==> src/hw/elf_pkg.sv <==
`default_nettype none

package elf_pkg;

    // ==========================================================
    // widths
    localparam int REG_AW = 6;
    localparam int REG_DW = 24;
    localparam int ADC_W = 14;
    localparam int ACC_W = 24;
    localparam int CALC_W = 27;
    localparam int CH_N = 5;
    localparam int CM_SEL_W = 8;
    localparam int CNT_W = 10;

    // ==========================================================
    // register offsets, field positions, reset values
    localparam logic [5:0] ADDR_CHAN_CTL = 6'h01;
    localparam logic [5:0] ADDR_CMREF_CTL = 6'h05;
    localparam logic [5:0] ADDR_FRAME_CTL = 6'h0A;
    localparam int CHCFG_BIT = 10;
    localparam int CE_EN_BIT = 8;
    localparam int FMT_BIT = 4;
    localparam int RATE_LSB = 0;
    localparam int UNAVAIL_BIT = 23;
    localparam logic [23:0] CHAN_CTL_RST = 24'h000000;
    localparam logic [23:0] CMREF_CTL_RST = 24'h000000;
    localparam logic [23:0] FRAME_CTL_RST = 24'h000000;

    // ==========================================================
    // data rates: code, window length minus one, scale shift
    localparam logic [1:0] RATE_2K = 2'h0;
    localparam logic [1:0] RATE_16K = 2'h1;
    localparam logic [CNT_W-1:0] DEC_LAST_2K = 10'h3FF;
    localparam logic [CNT_W-1:0] DEC_LAST_16K = 10'h07F;
    localparam logic [CNT_W-1:0] DEC_LAST_128K = 10'h00F;
    localparam logic [2:0] SH_2K = 3'h0;
    localparam logic [2:0] SH_16K = 3'h3;
    localparam logic [2:0] SH_128K = 3'h6;

    // ==========================================================
    // converter timing and midscale reference code
    localparam int CLK_HZ = 100_000_000;
    localparam int ADC_RATE_HZ = 2_000_000;
    localparam int ADC_DIV = CLK_HZ / ADC_RATE_HZ;
    localparam logic [5:0] ADC_DIV_LAST = 6'(ADC_DIV - 1);
    localparam logic [14:0] ADC_MID = 15'h2000;

    typedef enum logic [2:0] {
        ELF_MODE_DIG_LEAD,
        ELF_MODE_CE_LEAD,
        ELF_MODE_ANA_LEAD,
        ELF_MODE_ELEC_VCM,
        ELF_MODE_ELEC_CE
    } elf_mode_t;

endpackage

`default_nettype wire

==> src/hw/elf_lead_formation.sv <==
`timescale 1ns/1ps
`default_nettype none

// Notes on behaviour
// - format select 0 gives lead words (electrode words at 128 kHz without channel config), 1 gives electrode words.
// - channel config 0 single-ended input, 1 analog lead formation.
// - common electrode enable switches frame words to CE referencing, except in analog lead mode.
// - digital lead mode computes leads I, II, III and V1', V2'.
// - limb average is (RA+LA+LL)/3, subtracted from chest samples.
// - digital leads only at 2 kHz and 16 kHz rates.
// - at 128 kHz only analog lead mode yields lead data.
// - digital lead mode ignores the common-mode switch selection.
// - analog mode lead II arrives inverted and is negated here.
// - channel config alone: leads I-III, then V1, V2 against common mode.
// - format alone: LA, LL, RA, V1, V2 relative to common mode.
// - format plus CE: LA, LL, V1, V2, V3 relative to common electrode.
// - CE alone: leads I, II, then V3', V1', V2' from CE differences.
// - midscale reference offset is removed from all output data.
// - lead or electrode frames are produced at every frame rate.
// - augmented leads are left to the host, never computed here.
// - 14-bit converter at 2 MHz, 1024x, 128x or 16x oversampled per result.
module elf_lead_formation (
    input wire logic clk_sys,
    input wire logic rst_n,
    input wire logic reg_wr,
    input wire logic reg_rd,
    input wire logic [elf_pkg::REG_AW-1:0] reg_addr,
    input wire logic [elf_pkg::REG_DW-1:0] reg_wdata,
    output logic [elf_pkg::REG_DW-1:0] reg_rdata_q,
    input wire logic [elf_pkg::ADC_W-1:0] adc_la,
    input wire logic [elf_pkg::ADC_W-1:0] adc_ll,
    input wire logic [elf_pkg::ADC_W-1:0] adc_ra,
    input wire logic [elf_pkg::ADC_W-1:0] adc_v1,
    input wire logic [elf_pkg::ADC_W-1:0] adc_v2,
    output logic adc_start_q,
    output logic frame_valid_q,
    output logic [elf_pkg::ACC_W-1:0] word1_q,
    output logic [elf_pkg::ACC_W-1:0] word2_q,
    output logic [elf_pkg::ACC_W-1:0] word3_q,
    output logic [elf_pkg::ACC_W-1:0] word4_q,
    output logic [elf_pkg::ACC_W-1:0] word5_q,
    output logic analog_lead_q,
    output logic [elf_pkg::CM_SEL_W-1:0] cm_switch_q,
    output logic lead_unavail_q
);

    localparam int AW = elf_pkg::ACC_W;
    localparam int CW = elf_pkg::CALC_W;

    // ==========================================================
    // helpers
    function automatic logic [AW-1:0] sat(input logic signed [CW-1:0] v);
        logic signed [CW-1:0] hi;
        logic signed [CW-1:0] lo;
        hi = CW'(signed'({1'b0, {(AW-1){1'b1}}}));
        lo = -hi - CW'(1);
        if (v > hi) begin
            sat = {1'b0, {(AW-1){1'b1}}};
        end else if (v < lo) begin
            sat = {1'b1, {(AW-1){1'b0}}};
        end else begin
            sat = v[AW-1:0];
        end
    endfunction

    function automatic elf_pkg::elf_mode_t decode(input logic fmt, input logic chcfg,
                                                   input logic ce, input logic fast);
        if (!fmt && chcfg) begin
            decode = elf_pkg::ELF_MODE_ANA_LEAD;
        end else if (!fmt && fast) begin
            // digitally formed leads cannot keep up at the top rate
            decode = ce ? elf_pkg::ELF_MODE_ELEC_CE : elf_pkg::ELF_MODE_ELEC_VCM;
        end else if (!fmt) begin
            decode = ce ? elf_pkg::ELF_MODE_CE_LEAD : elf_pkg::ELF_MODE_DIG_LEAD;
        end else begin
            decode = ce ? elf_pkg::ELF_MODE_ELEC_CE : elf_pkg::ELF_MODE_ELEC_VCM;
        end
    endfunction

    // ==========================================================
    // registers
    logic [23:0] ecg_channel_control_q;
    logic [23:0] common_mode_reference_control_q;
    logic [23:0] frame_format_control_q;
    logic output_format_select;
    logic channel_input_config;
    logic common_electrode_enable;
    logic [1:0] rate_sel;

    assign output_format_select = frame_format_control_q[elf_pkg::FMT_BIT];
    assign channel_input_config = ecg_channel_control_q[elf_pkg::CHCFG_BIT];
    assign common_electrode_enable = common_mode_reference_control_q[elf_pkg::CE_EN_BIT];
    assign rate_sel = frame_format_control_q[elf_pkg::RATE_LSB +: 2];

    always_ff @(posedge clk_sys or negedge rst_n) begin
        if (!rst_n) begin
            ecg_channel_control_q <= elf_pkg::CHAN_CTL_RST;
            common_mode_reference_control_q <= elf_pkg::CMREF_CTL_RST;
            frame_format_control_q <= elf_pkg::FRAME_CTL_RST;
        end else if (reg_wr) begin
            case (reg_addr)
                elf_pkg::ADDR_CHAN_CTL: begin
                    ecg_channel_control_q <= reg_wdata;
                end
                elf_pkg::ADDR_CMREF_CTL: begin
                    common_mode_reference_control_q <= reg_wdata;
                end
                elf_pkg::ADDR_FRAME_CTL: begin
                    frame_format_control_q <= reg_wdata;
                    frame_format_control_q[elf_pkg::UNAVAIL_BIT] <= 1'b0;
                end
                default: begin
                end
            endcase
        end
    end

    always_ff @(posedge clk_sys or negedge rst_n) begin
        if (!rst_n) begin
            reg_rdata_q <= 24'h000000;
        end else if (reg_rd) begin
            case (reg_addr)
                elf_pkg::ADDR_CHAN_CTL: begin
                    reg_rdata_q <= ecg_channel_control_q;
                end
                elf_pkg::ADDR_CMREF_CTL: begin
                    reg_rdata_q <= common_mode_reference_control_q;
                end
                elf_pkg::ADDR_FRAME_CTL: begin
                    reg_rdata_q <= {lead_unavail_q, frame_format_control_q[22:0]};
                end
                default: begin
                    reg_rdata_q <= 24'h000000;
                end
            endcase
        end
    end

    // ==========================================================
    // analog switch steering
    // input stage select
    always_ff @(posedge clk_sys or negedge rst_n) begin
        if (!rst_n) begin
            analog_lead_q <= 1'b0;
            cm_switch_q <= '0;
        end else begin
            analog_lead_q <= channel_input_config;
            if (!output_format_select && !channel_input_config && !common_electrode_enable) begin
                cm_switch_q <= '0;
            end else begin
                cm_switch_q <= common_mode_reference_control_q[elf_pkg::CM_SEL_W-1:0];
            end
        end
    end

    // ==========================================================
    // converter strobe and oversampling
    logic [5:0] div_cnt_q;
    logic adc_en;
    logic [elf_pkg::CNT_W-1:0] smp_cnt_q;
    logic [elf_pkg::CNT_W-1:0] dec_last;
    logic [2:0] dec_sh;
    logic [1:0] rate_q;
    logic [1:0] frm_rate_q;
    logic win_end;
    logic sum_vld_q;
    elf_pkg::elf_mode_t mode_q;
    logic [elf_pkg::ADC_W-1:0] adc_in [elf_pkg::CH_N];
    logic signed [AW-1:0] sum_q [elf_pkg::CH_N];

    assign adc_in[0] = adc_la;
    assign adc_in[1] = adc_ll;
    assign adc_in[2] = adc_ra;
    assign adc_in[3] = adc_v1;
    assign adc_in[4] = adc_v2;
    assign adc_en = (div_cnt_q == elf_pkg::ADC_DIV_LAST);

    always_comb begin
        case (rate_q)
            elf_pkg::RATE_2K: begin
                dec_last = elf_pkg::DEC_LAST_2K;
                dec_sh = elf_pkg::SH_2K;
            end
            elf_pkg::RATE_16K: begin
                dec_last = elf_pkg::DEC_LAST_16K;
                dec_sh = elf_pkg::SH_16K;
            end
            default: begin
                dec_last = elf_pkg::DEC_LAST_128K;
                dec_sh = elf_pkg::SH_128K;
            end
        endcase
    end

    assign win_end = adc_en && (smp_cnt_q == dec_last);

    always_ff @(posedge clk_sys or negedge rst_n) begin
        if (!rst_n) begin
            div_cnt_q <= '0;
            adc_start_q <= 1'b0;
        end else begin
            div_cnt_q <= adc_en ? 6'h00 : div_cnt_q + 6'h01;
            adc_start_q <= adc_en;
        end
    end

    always_ff @(posedge clk_sys or negedge rst_n) begin
        if (!rst_n) begin
            smp_cnt_q <= '0;
            rate_q <= elf_pkg::RATE_2K;
            frm_rate_q <= elf_pkg::RATE_2K;
            mode_q <= elf_pkg::ELF_MODE_DIG_LEAD;
            sum_vld_q <= 1'b0;
        end else begin
            sum_vld_q <= win_end;
            if (adc_en) begin
                smp_cnt_q <= win_end ? '0 : smp_cnt_q + 10'h001;
            end
            if (win_end) begin
                mode_q <= decode(output_format_select, channel_input_config,
                                 common_electrode_enable, rate_q[1]);
                frm_rate_q <= rate_q;
                rate_q <= rate_sel;
            end
        end
    end

    // the window keeps the full-scale meaning equal at every rate
    for (genvar i = 0; i < elf_pkg::CH_N; i++) begin : g_ch
        logic signed [AW-1:0] acc_q;
        logic signed [AW-1:0] acc_nx;
        logic signed [14:0] smp;
        assign smp = signed'({1'b0, adc_in[i]} - elf_pkg::ADC_MID);
        assign acc_nx = acc_q + {{(AW-15){smp[14]}}, smp};
        always_ff @(posedge clk_sys or negedge rst_n) begin
            if (!rst_n) begin
                acc_q <= '0;
                sum_q[i] <= '0;
            end else if (adc_en) begin
                acc_q <= win_end ? '0 : acc_nx;
                if (win_end) begin
                    sum_q[i] <= acc_nx <<< dec_sh;
                end
            end
        end
    end

    // ==========================================================
    // lead and electrode formation
    logic signed [CW-1:0] s0, s1, s2, s3, s4;
    logic signed [CW-1:0] avg3;
    logic signed [CW-1:0] ce3;

    assign s0 = CW'(sum_q[0]);
    assign s1 = CW'(sum_q[1]);
    assign s2 = CW'(sum_q[2]);
    assign s3 = CW'(sum_q[3]);
    assign s4 = CW'(sum_q[4]);
    assign avg3 = (s0 + s1 + s2) / 27'sd3;
    assign ce3 = (s0 + s1) / 27'sd3;

    always_ff @(posedge clk_sys or negedge rst_n) begin
        if (!rst_n) begin
            frame_valid_q <= 1'b0;
            lead_unavail_q <= 1'b0;
            word1_q <= '0;
            word2_q <= '0;
            word3_q <= '0;
            word4_q <= '0;
            word5_q <= '0;
        end else begin
            frame_valid_q <= sum_vld_q;
            if (sum_vld_q) begin
                lead_unavail_q <= frm_rate_q[1] && !output_format_select
                                  && !channel_input_config;
                case (mode_q)
                    elf_pkg::ELF_MODE_DIG_LEAD: begin
                        word1_q <= sat(s0 - s2);
                        word2_q <= sat(s1 - s2);
                        word3_q <= sat(s1 - s0);
                        word4_q <= sat(s3 - avg3);
                        word5_q <= sat(s4 - avg3);
                    end
                    elf_pkg::ELF_MODE_CE_LEAD: begin
                        word1_q <= sat(s0);
                        word2_q <= sat(s1);
                        word3_q <= sat(s2 - ce3);
                        word4_q <= sat(s3 - ce3);
                        word5_q <= sat(s4 - ce3);
                    end
                    elf_pkg::ELF_MODE_ANA_LEAD: begin
                        word1_q <= sat(s0);
                        word2_q <= sat(-s1);
                        word3_q <= sat(s2);
                        word4_q <= sat(s3);
                        word5_q <= sat(s4);
                    end
                    elf_pkg::ELF_MODE_ELEC_CE: begin
                        word1_q <= sat(s0);
                        word2_q <= sat(s1);
                        word3_q <= sat(s3);
                        word4_q <= sat(s4);
                        word5_q <= sat(s2);
                    end
                    default: begin
                        word1_q <= sat(s0);
                        word2_q <= sat(s1);
                        word3_q <= sat(s2);
                        word4_q <= sat(s3);
                        word5_q <= sat(s4);
                    end
                endcase
            end
        end
    end

    // ==========================================================
    // assertions
    a_dig_lead_i: assert property (@(posedge clk_sys) disable iff (!rst_n)
        frame_valid_q && mode_q == elf_pkg::ELF_MODE_DIG_LEAD |-> word1_q == sat(s0 - s2)
        && word3_q == sat(s1 - s0)) else $error("digital lead I or III wrong");
    a_limb_avg: assert property (@(posedge clk_sys) disable iff (!rst_n)
        frame_valid_q && mode_q == elf_pkg::ELF_MODE_DIG_LEAD
        |-> word4_q == sat(s3 - (s0 + s1 + s2) / 27'sd3)) else $error("limb average wrong");
    a_ana_negate: assert property (@(posedge clk_sys) disable iff (!rst_n)
        frame_valid_q && mode_q == elf_pkg::ELF_MODE_ANA_LEAD |-> word2_q == sat(-s1)
        && word4_q == sat(s3)) else $error("analog lead II polarity wrong");
    a_ce_lead: assert property (@(posedge clk_sys) disable iff (!rst_n)
        frame_valid_q && mode_q == elf_pkg::ELF_MODE_CE_LEAD
        |-> word3_q == sat(s2 - (s0 + s1) / 27'sd3)) else $error("CE chest lead wrong");
    a_elec_ce: assert property (@(posedge clk_sys) disable iff (!rst_n)
        frame_valid_q && mode_q == elf_pkg::ELF_MODE_ELEC_CE |-> word3_q == sat(s3)
        && word5_q == sat(s2)) else $error("CE electrode order wrong");
    a_no_fast_dig: assert property (@(posedge clk_sys) disable iff (!rst_n)
        sum_vld_q && frm_rate_q[1] |-> mode_q != elf_pkg::ELF_MODE_DIG_LEAD
        && mode_q != elf_pkg::ELF_MODE_CE_LEAD) else $error("digital leads at 128k");
    a_cm_ignored: assert property (@(posedge clk_sys) disable iff (!rst_n)
        !output_format_select && !channel_input_config && !common_electrode_enable
        |=> cm_switch_q == '0) else $error("cm selection not ignored");
    a_mode_boundary: assert property (@(posedge clk_sys) disable iff (!rst_n)
        $changed(mode_q) |-> sum_vld_q) else $error("mode changed inside a frame");
    a_adc_period: assert property (@(posedge clk_sys) disable iff (!rst_n)
        adc_start_q |-> ##50 adc_start_q) else $error("converter strobe period wrong");
    a_frame_pulse: assert property (@(posedge clk_sys) disable iff (!rst_n)
        frame_valid_q |=> !frame_valid_q [*8]) else $error("frame strobe not a pulse");

endmodule

`default_nettype wire

==> config.mk <==
export PLATFORM = sky130hd
export DESIGN_NAME = elf_lead_formation
export DESIGN_NICKNAME = d
export VERILOG_FILES = /design/src/hw/elf_pkg.sv /design/src/hw/elf_lead_formation.sv
export SDC_FILE = /design/constraint.sdc
export NUM_CORES = 2
export LEC_CHECK = 0
export ABC_AREA = 1
export CORE_MARGIN = 2
export CORE_UTILIZATION = 25
export CTS_CLUSTER_DIAMETER = 80
export DETAILED_ROUTE_END_ITERATION = 6
export DONT_BUFFER_PORTS = 1
export GPL_ROUTABILITY_DRIVEN = 0
export PLACE_DENSITY = 0.41
export SYNTH_ARGS = -nofsm -noshare
export SYNTH_HDL_FRONTEND = slang
export SYNTH_SLANG_ARGS = --single-unit
==> constraint.sdc <==
create_clock -name clk_sys -period 13.8 [get_ports clk_sys]
set_input_delay 2.76 -clock clk_sys [delete_from_list [all_inputs] [get_ports clk_sys]]
set_output_delay 2.76 -clock clk_sys [all_outputs]
set_load 0.005 [all_outputs]
# Yosys cells after proc, flatten, opt, wreduce, memory -nomap -nowiden
# Cells that the tools add are included.
# Widths: inputs -> output; s select.
[op_classes]
addsub = 23
n_div = 2
n_lt_le_gt_ge = 28
n_eq_ne = 9
n_shift = 5
n_mux = 49
n_reduce_logical = 16
[op_table]
columns = ["op", "count"]
rows = [
  ["$mux 24", 34],
  ["$pmux 24 s3", 4],
  ["$gt 27x24->1 const B", 6],
  ["$lt 27x24->1 const B", 6],
  ["$sub 24x27->27", 5],
  ["$add 24x24->24", 5],
  ["$gt 24x24->1 const B", 5],
  ["$lt 24x24->1 const B", 5],
  ["$sshl 24x3->24", 5],
  ["$gt 25x24->1 const B", 3],
  ["$lt 25x24->1 const B", 3],
  ["$sub 14x14->15 const B", 5],
  ["$sub 24x24->25", 3],
  ["$div 27x3->27 const B", 2],
  ["$pmux 24 s2", 1],
  ["$neg 24->27", 1],
  ["$add 25x24->26", 1],
  ["$add 24x24->25", 1],
  ["$pmux 10 s2", 1],
  ["$mux 3", 4],
  ["$add 10x1->10 const B", 1],
  ["$eq 10x10->1", 1],
  ["$mux 10", 1],
  ["$mux 8", 1],
  ["17 further kinds", 28],
]
[totals]
reg_bits = 491
input_bits = 104
out_inout_bits = 156
elab_cells = 162

# Logic depth before layout (Yosys ltp)
[depth]
word_depth = 8
depth_mapped = 152
ltp_nobuf = 151

# Worst setup path after synthesis
# Ideal clock, no wire load.
[synth_path]
path_kind = "register -> register"
startpoint = "reg sum_q, in the netlist s1[1]"
endpoint = "reg word5_q[14] in the netlist's numbering"
setup_ns = 0.116
arrival_ns = 14.742
required_ns = 13.684
setup_slack_ns = -1.058
path_stages_with_launch = 137
n_path_buf = 1
synth_period_minus_slack_ns = 14.858
cell_sequence = "dfrtp_1 > inv_1 > fa_1 > nor2_1 > o21ai_1 > nand2_1 > a21boi_1 > o21bai_2 > a21oi_2 > inv_1 > a21oi_2 > o21ai_2 > a31oi_2 > o21ai_1 > nand2_1 > nand2_1 > xor2_1 > inv_2 > [101 not listed] > a21oi_1 > o21bai_1 > nand3_1 > nand2_1 > nand3_1 > nand2_1 > a21oi_1 > o21bai_1 > xor2_1 > xnor2_1 > nand2_1 > nand2_1 > inv_2 > dlymetal6s2s_1 > a21oi_1 > nand2_1 > nand2_1 > nand2_1"
[synth_via]
elab_chain_cells = 8
word_cells_on_any_way = 15
cone_classes = "add/sub: 4; div: 2; order compare: 4; mux: 5"
[synth_lines]
columns = ["element", "line_no", "source"]
rows = [
  ["start, declared", "elf_lead_formation.sv:169", "logic signed [AW-1:0] sum_q [elf_pkg::CH_N];"],
  ["start signal, assigned by index", "elf_lead_formation.sv:242", "sum_q[i] <= acc_nx <<< dec_sh;"],
  ["$add 24x24->25 (*)", "elf_lead_formation.sv:259, elf_lead_formation.sv:260", ""],
  ["$add 25x24->26", "elf_lead_formation.sv:259", "assign avg3 = (s0 + s1 + s2) / 27'sd3;"],
  ["$div 27x3->27", "elf_lead_formation.sv:259", ""],
  ["$sub 24x27->27", "elf_lead_formation.sv:282", "word5_q <= sat(s4 - avg3);"],
  ["$lt 27x24->1", "elf_lead_formation.sv:59", "end else if (v < lo) begin"],
  ["$mux 24", "elf_lead_formation.sv:59", ""],
  ["$mux 24", "elf_lead_formation.sv:57", "if (v > hi) begin"],
  ["$pmux 24 s3 (*)", "elf_lead_formation.sv:276", "case (mode_q)"],
  ["end signal, assigned", "elf_lead_formation.sv:282", ""],
  ["end signal, assigned", "elf_lead_formation.sv:289", "word5_q <= sat(s4 - ce3);"],
  ["end signal, assigned", "elf_lead_formation.sv:296", "word5_q <= sat(s4);"],
  ["end, declared", "elf_lead_formation.sv:41", "output logic [elf_pkg::ACC_W-1:0] word5_q,"],
]
# Mark *: on every way between the ends. The rest lies on a longest branch, timed or not.
# A chain may end at the register's enable or synchronous reset.

# Worst setup path after layout
[layout_path]
startpoint = "reg sum_q, in the netlist s0[0]"
endpoint = "reg word5_q[5] in the netlist's numbering"
# The elaborated chain is that of the path after synthesis.

==> tab_implementation.tex <==
\begin{tabular}{lr}
\hline
Metric & Value \\
\hline
\multicolumn{2}{l}{\textbf{Timing}} \\
Max-Slew Margin vs Limit & -45.7\% \\
Max Transition Viols Final & 216 \\
Fin Setup TNS & -89.65 ns \\
Fraction of the cycle the final worst path needs & 111\% \\
Final hold vios & 0 \\
Fin Clk Skew & 0.0396 ns \\
Final count of negative-setup-slack endpoints & a little over 70 \\
Setup repair after global routing missed its margin & true \\
Upper clock frequency limit & between 60 and 70 MHz \\
Transition time of the tightest slew-check pin & 2.19 ns \\
Slack of the critical path & -1.52 ns \\
Time the final worst path needs with I/O delays and setup & 15.32 ns \\
\multicolumn{2}{l}{\textbf{Hold path}} \\
Hold path depth & 2 \\
Beginning of the worst hold path & ecg\_channel\_control\_q[22]\$\_DFFE\_PN0P\_ \\
Hold worst-path end & ecg\_channel\_control\_q[22]\$\_DFFE\_PN0P\_ \\
Class of the worst hold path & reg -> reg \\
\multicolumn{2}{l}{\textbf{Setup path}} \\
Internal reg-to-reg setup slack & -1.52 ns \\
R2r endpoint & word5\_q[5]\$\_DFFE\_PN0P\_ \\
CP most frequent cell & sky130\_fd\_sc\_hd\_\_nand2\_2 \\
Crit-path leading delay family & simple AND/OR/NAND/NOR gates \\
Worst Path Required & 14.36 ns \\
Crit path buf inv count & 22 \\
Biggest cell delay along the critical path & 0.39 ns \\
Endpoint type of the worst setup path & register \\
Critical Path Start Type & register \\
Depth of the most critical reg-to-reg path & 133 \\
Worst Path Arrival & 15.89 ns \\
Standard cell with the maximum stage delay on the critical path & sky130\_fd\_sc\_hd\_\_dfrtp\_1 \\
Crit path max fanout & 6 \\
Critical path class & reg -> reg \\
Startpoint of the worst register-to-register path & s0[0]\$\_DFFE\_PN0P\_ \\
\multicolumn{2}{l}{\textbf{Route}} \\
Routed Antenna Nets & 0 \\
Post-detailed-route DRC marker count & 0 \\
Final wirelength & 224 mm \\
Number of vias per cell & just under 5 \\
Post-DR wirelength/cell & 21.8 µm \\
Routed vias & 50208 \\
DRT iter0 DRCs & 3772 \\
DRT Pass-1 Iters & 5 \\
\multicolumn{2}{l}{\textbf{Clock network}} \\
H-tree levels & 3 \\
Num Clock Sinks & 490 \\
Clock transition at path regs & roughly 0.06 ns \\
Clock root buffer master & sky130\_fd\_sc\_hd\_\_clkbuf\_16 \\
Maximum buffer depth of the clock tree & 3 \\
Clock latency at the later pin of the worst-skew pair & 0.71 ns \\
Clock tree from TritonCTS & done \\
Total CTS buffers & 68 \\
Hold Buf Count CTS & 0 \\
\multicolumn{2}{l}{\textbf{Synthesis}} \\
EDFF count, synth & 0 \\
Most frequently used flop master after synthesis & sky130\_fd\_sc\_hd\_\_dfrtp\_1 \\
Yosys warning total & 0 \\
FFs w/ async S/R, synth & 100\% \\
Cell count after synthesis & 6801 \\
Synthesized netlist net count & 7288 \\
Cell area after technology mapping & 46200 µm² \\
Average cell area after synthesis & about 6.8 µm² \\
Post-synthesis sequential element count & 490 \\
Register area share after synthesis & between 20\% and 30\% \\
Distinct cell type count after synthesis & between 80 and 90 \\
\multicolumn{2}{l}{\textbf{Global routing}} \\
GRT overflow & 0 \\
Wire length of the first global-routing pass & 327 mm \\
Number of antenna violations at the first check in global routing & 18 \\
Number of global-route vias before repair & roughly 48000 \\
Global router's overall resource usage & 23.3\% \\
Maximum number of pins on one net before global-route repair & 491 \\
\multicolumn{2}{l}{\textbf{Floorplanning}} \\
Core area & 183000 µm² \\
Starting density of the core & between 20\% and 30\% \\
Standard-cell row count & 157 \\
Die Wd & 434 µm \\
Total Die Area & 188000 µm² \\
Die Y-Extent & 434 µm \\
Ports placed on the boundary & 260 \\
\multicolumn{2}{l}{\textbf{Place}} \\
Final HPWL from detailed placement & 178 mm \\
Port Buffer Count & 0 \\
Worst Setup Slack post-DPL & -1.97 ns \\
\multicolumn{2}{l}{\textbf{Outcome}} \\
Run status & complete, but fails checks \\
Violated checks & max-slew violations, negative setup slack \\
\multicolumn{2}{l}{\textbf{Layout}} \\
Number of fillers in the final layout & approximately 20000 \\
Net count, final & 8223 \\
Leading cell type in the layout, fill and taps excluded & sky130\_fd\_sc\_hd\_\_nand2\_1 \\
Synth-to-Final Area Change & 32.8\% \\
Most used cells in the layout excluding fill and tap cells & sky130\_fd\_sc\_hd\_\_nand2\_1 (1723), sky130\_fd\_sc\_hd\_\_buf\_4 (1052), sky130\_fd\_sc\_hd\_\_inv\_1 (765), sky130\_fd\_sc\_hd\_\_o21ai\_0 (503), sky130\_fd\_sc\_hd\_\_dfrtp\_1 (488) \\
Layout cell share with drive strength beyond 1 & 24.0\% \\
\multicolumn{2}{l}{\textbf{Power and ir drop}} \\
Static leakage power & 0.0310 µW \\
Power per Cell Area & between 200 and 250 nW/µm² \\
Peak ir drop on the vdd network & between 0.0001 and 0.00015 V \\
\multicolumn{2}{l}{\textbf{Run}} \\
Total of max-cap violations & 0 \\
\hline
\end{tabular}
[per-stage QoR]
step                      power, µW  util [%]  cells  hold WS (ns)  instance area [µm²]
after floorplan                5830         -   6801         0.352                46400
final                         12700      33.5  10256         0.479                61400
after global placement         9660      30.6  10014         0.463                56000
after detailed placement       9650      30.6  10014         0.469                56000
after global routing          13600      33.5  10256         0.505                61400
after CTS                     12000      32.6  10201         0.483                59800
[worst min-delay path, delay by kind of cell (launching register included)]
kind	cells	cell delay [ns]
flip-flops	1	0.34
AO/OA/AOI/OAI	1	0.06
AND/OR/NAND/NOR	1	0.05
[cells in the mapped netlist (16+ instances only)]
| master | count | area share, % |
|---|---|---|
| sky130_fd_sc_hd__nand2_1 | 1854 | 15 |
| sky130_fd_sc_hd__a22oi_1 | 33 | 0.54 |
| sky130_fd_sc_hd__o21ai_0 | 530 | 5.7 |
| sky130_fd_sc_hd__a21o_1 | 20 | 0.33 |
| sky130_fd_sc_hd__nand4_1 | 70 | 0.95 |
| sky130_fd_sc_hd__a31oi_1 | 21 | 0.28 |
| sky130_fd_sc_hd__dfrtp_1 | 490 | 27 |
| sky130_fd_sc_hd__a221oi_1 | 16 | 0.30 |
| sky130_fd_sc_hd__or2_2 | 23 | 0.31 |
| sky130_fd_sc_hd__xor2_1 | 305 | 5.8 |
| sky130_fd_sc_hd__nor3_1 | 61 | 0.66 |
| sky130_fd_sc_hd__o211ai_1 | 44 | 0.72 |
| sky130_fd_sc_hd__nand2_2 | 97 | 1.3 |
| sky130_fd_sc_hd__inv_1 | 789 | 6.4 |
| sky130_fd_sc_hd__ha_1 | 368 | 10 |
| sky130_fd_sc_hd__clkbuf_1 | 170 | 1.4 |
| sky130_fd_sc_hd__nor2_2 | 16 | 0.22 |
| sky130_fd_sc_hd__o31ai_1 | 20 | 0.33 |
| sky130_fd_sc_hd__nor2_1 | 405 | 3.3 |
| sky130_fd_sc_hd__a21oi_1 | 483 | 5.2 |
| sky130_fd_sc_hd__nor4_1 | 19 | 0.26 |
| sky130_fd_sc_hd__o22ai_1 | 44 | 0.60 |
| sky130_fd_sc_hd__o21ai_1 | 59 | 0.64 |
| sky130_fd_sc_hd__o221ai_1 | 60 | 1.1 |
| sky130_fd_sc_hd__xnor2_1 | 87 | 1.6 |
| sky130_fd_sc_hd__inv_2 | 63 | 0.51 |
| sky130_fd_sc_hd__nand3_1 | 343 | 3.7 |
| sky130_fd_sc_hd__nand3_2 | 28 | 0.61 |
| sky130_fd_sc_hd__o21bai_1 | 56 | 0.91 |
[layer usage]
layer,track usage [%],wire (µm),vias up
li1,-,-,24400
met1,31.3,99800,24030
met2,36.5,98900,1431
met3,3.68,14400,331
met4,10.4,10800,16
met5,0,125,-
[state kept, by name (all words and copies together) (netlist names), 8 cells and up]
| name | flops |
|---|---|
| smp_cnt_q | 10 |
| word5_q | 24 |
| word1_q | 24 |
| common_mode_reference_control_q | 24 |
| reg_rdata_q | 24 |
| s1 | 24 |
| word2_q | 24 |
| word3_q | 24 |
| cm_switch_q | 8 |
| s3 | 24 |
| s2 | 24 |
| s0 | 24 |
| ecg_channel_control_q | 24 |
| g_ch.acc_q | 120 |
| frame_format_control_q | 23 |
| s4 | 24 |
| word4_q | 24 |
[how the worst max path moves through the flow]
stage / slack (ns) / from / cells after the start / to
2_1_floorplan: -0.14 / s1[0]$_DFFE_PN0P_ / 137 / word5_q[15]$_DFFE_PN0P_
4_1_cts: -1.11 / s0[2]$_DFFE_PN0P_ / 131 / word5_q[9]$_DFFE_PN0P_
6_report: -1.52 / s0[0]$_DFFE_PN0P_ / 133 / word5_q[5]$_DFFE_PN0P_
5_1_grt: -2.65 / s0[0]$_DFFE_PN0P_ / 135 / word5_q[5]$_DFFE_PN0P_
3_3_place_gp: -1.83 / s0[2]$_DFFE_PN0P_ / 124 / word4_q[11]$_DFFE_PN0P_
3_5_place_dp: -1.97 / s0[2]$_DFFE_PN0P_ / 120 / word4_q[11]$_DFFE_PN0P_
[cell families after synthesis]
family,Yosys count,synth area share [%]
simple gates,2969,27.4
fa+ha+maj,383,10.6
xor+xnor,395,7.54
compound gates,1482,18.6
flops,490,26.5
buf+inv,1082,9.29
[where the power goes]
group	internal (µW)	switching (µW)	total (µW)	leakage [µW]
clock network	1140	809	1950	0.00119
registers	1470	26.7	1500	0.00572
logic	4120	5090	9210	0.0241
total	6730	5930	12700	0.0310
[cell type report]
| class | instances | area (µm²) | share of cell area, % |
|---|---|---|---|
| antenna | 2 | 5.00 | 0.00816 |
| clock inverter | 33 | 547 | 0.891 |
| inverter | 860 | 3240 | 5.29 |
| sequential | 490 | 12300 | 20.0 |
| timing repair buffer | 1086 | 8520 | 13.9 |
| tap | 2464 | 3080 | 5.03 |
| multi-input combinational | 5230 | 31800 | 51.8 |
| clock buffer | 91 | 1890 | 3.08 |
[timing repair]
item / in CTS / in global routing
resized for setup: 186 / 274
setup buffers: 59 / 53
pin swaps: 97 / 150
endpoints found under the setup margin: 72 / 72
cloned: 4 / 2
Power figures use the tool's default switching activity.
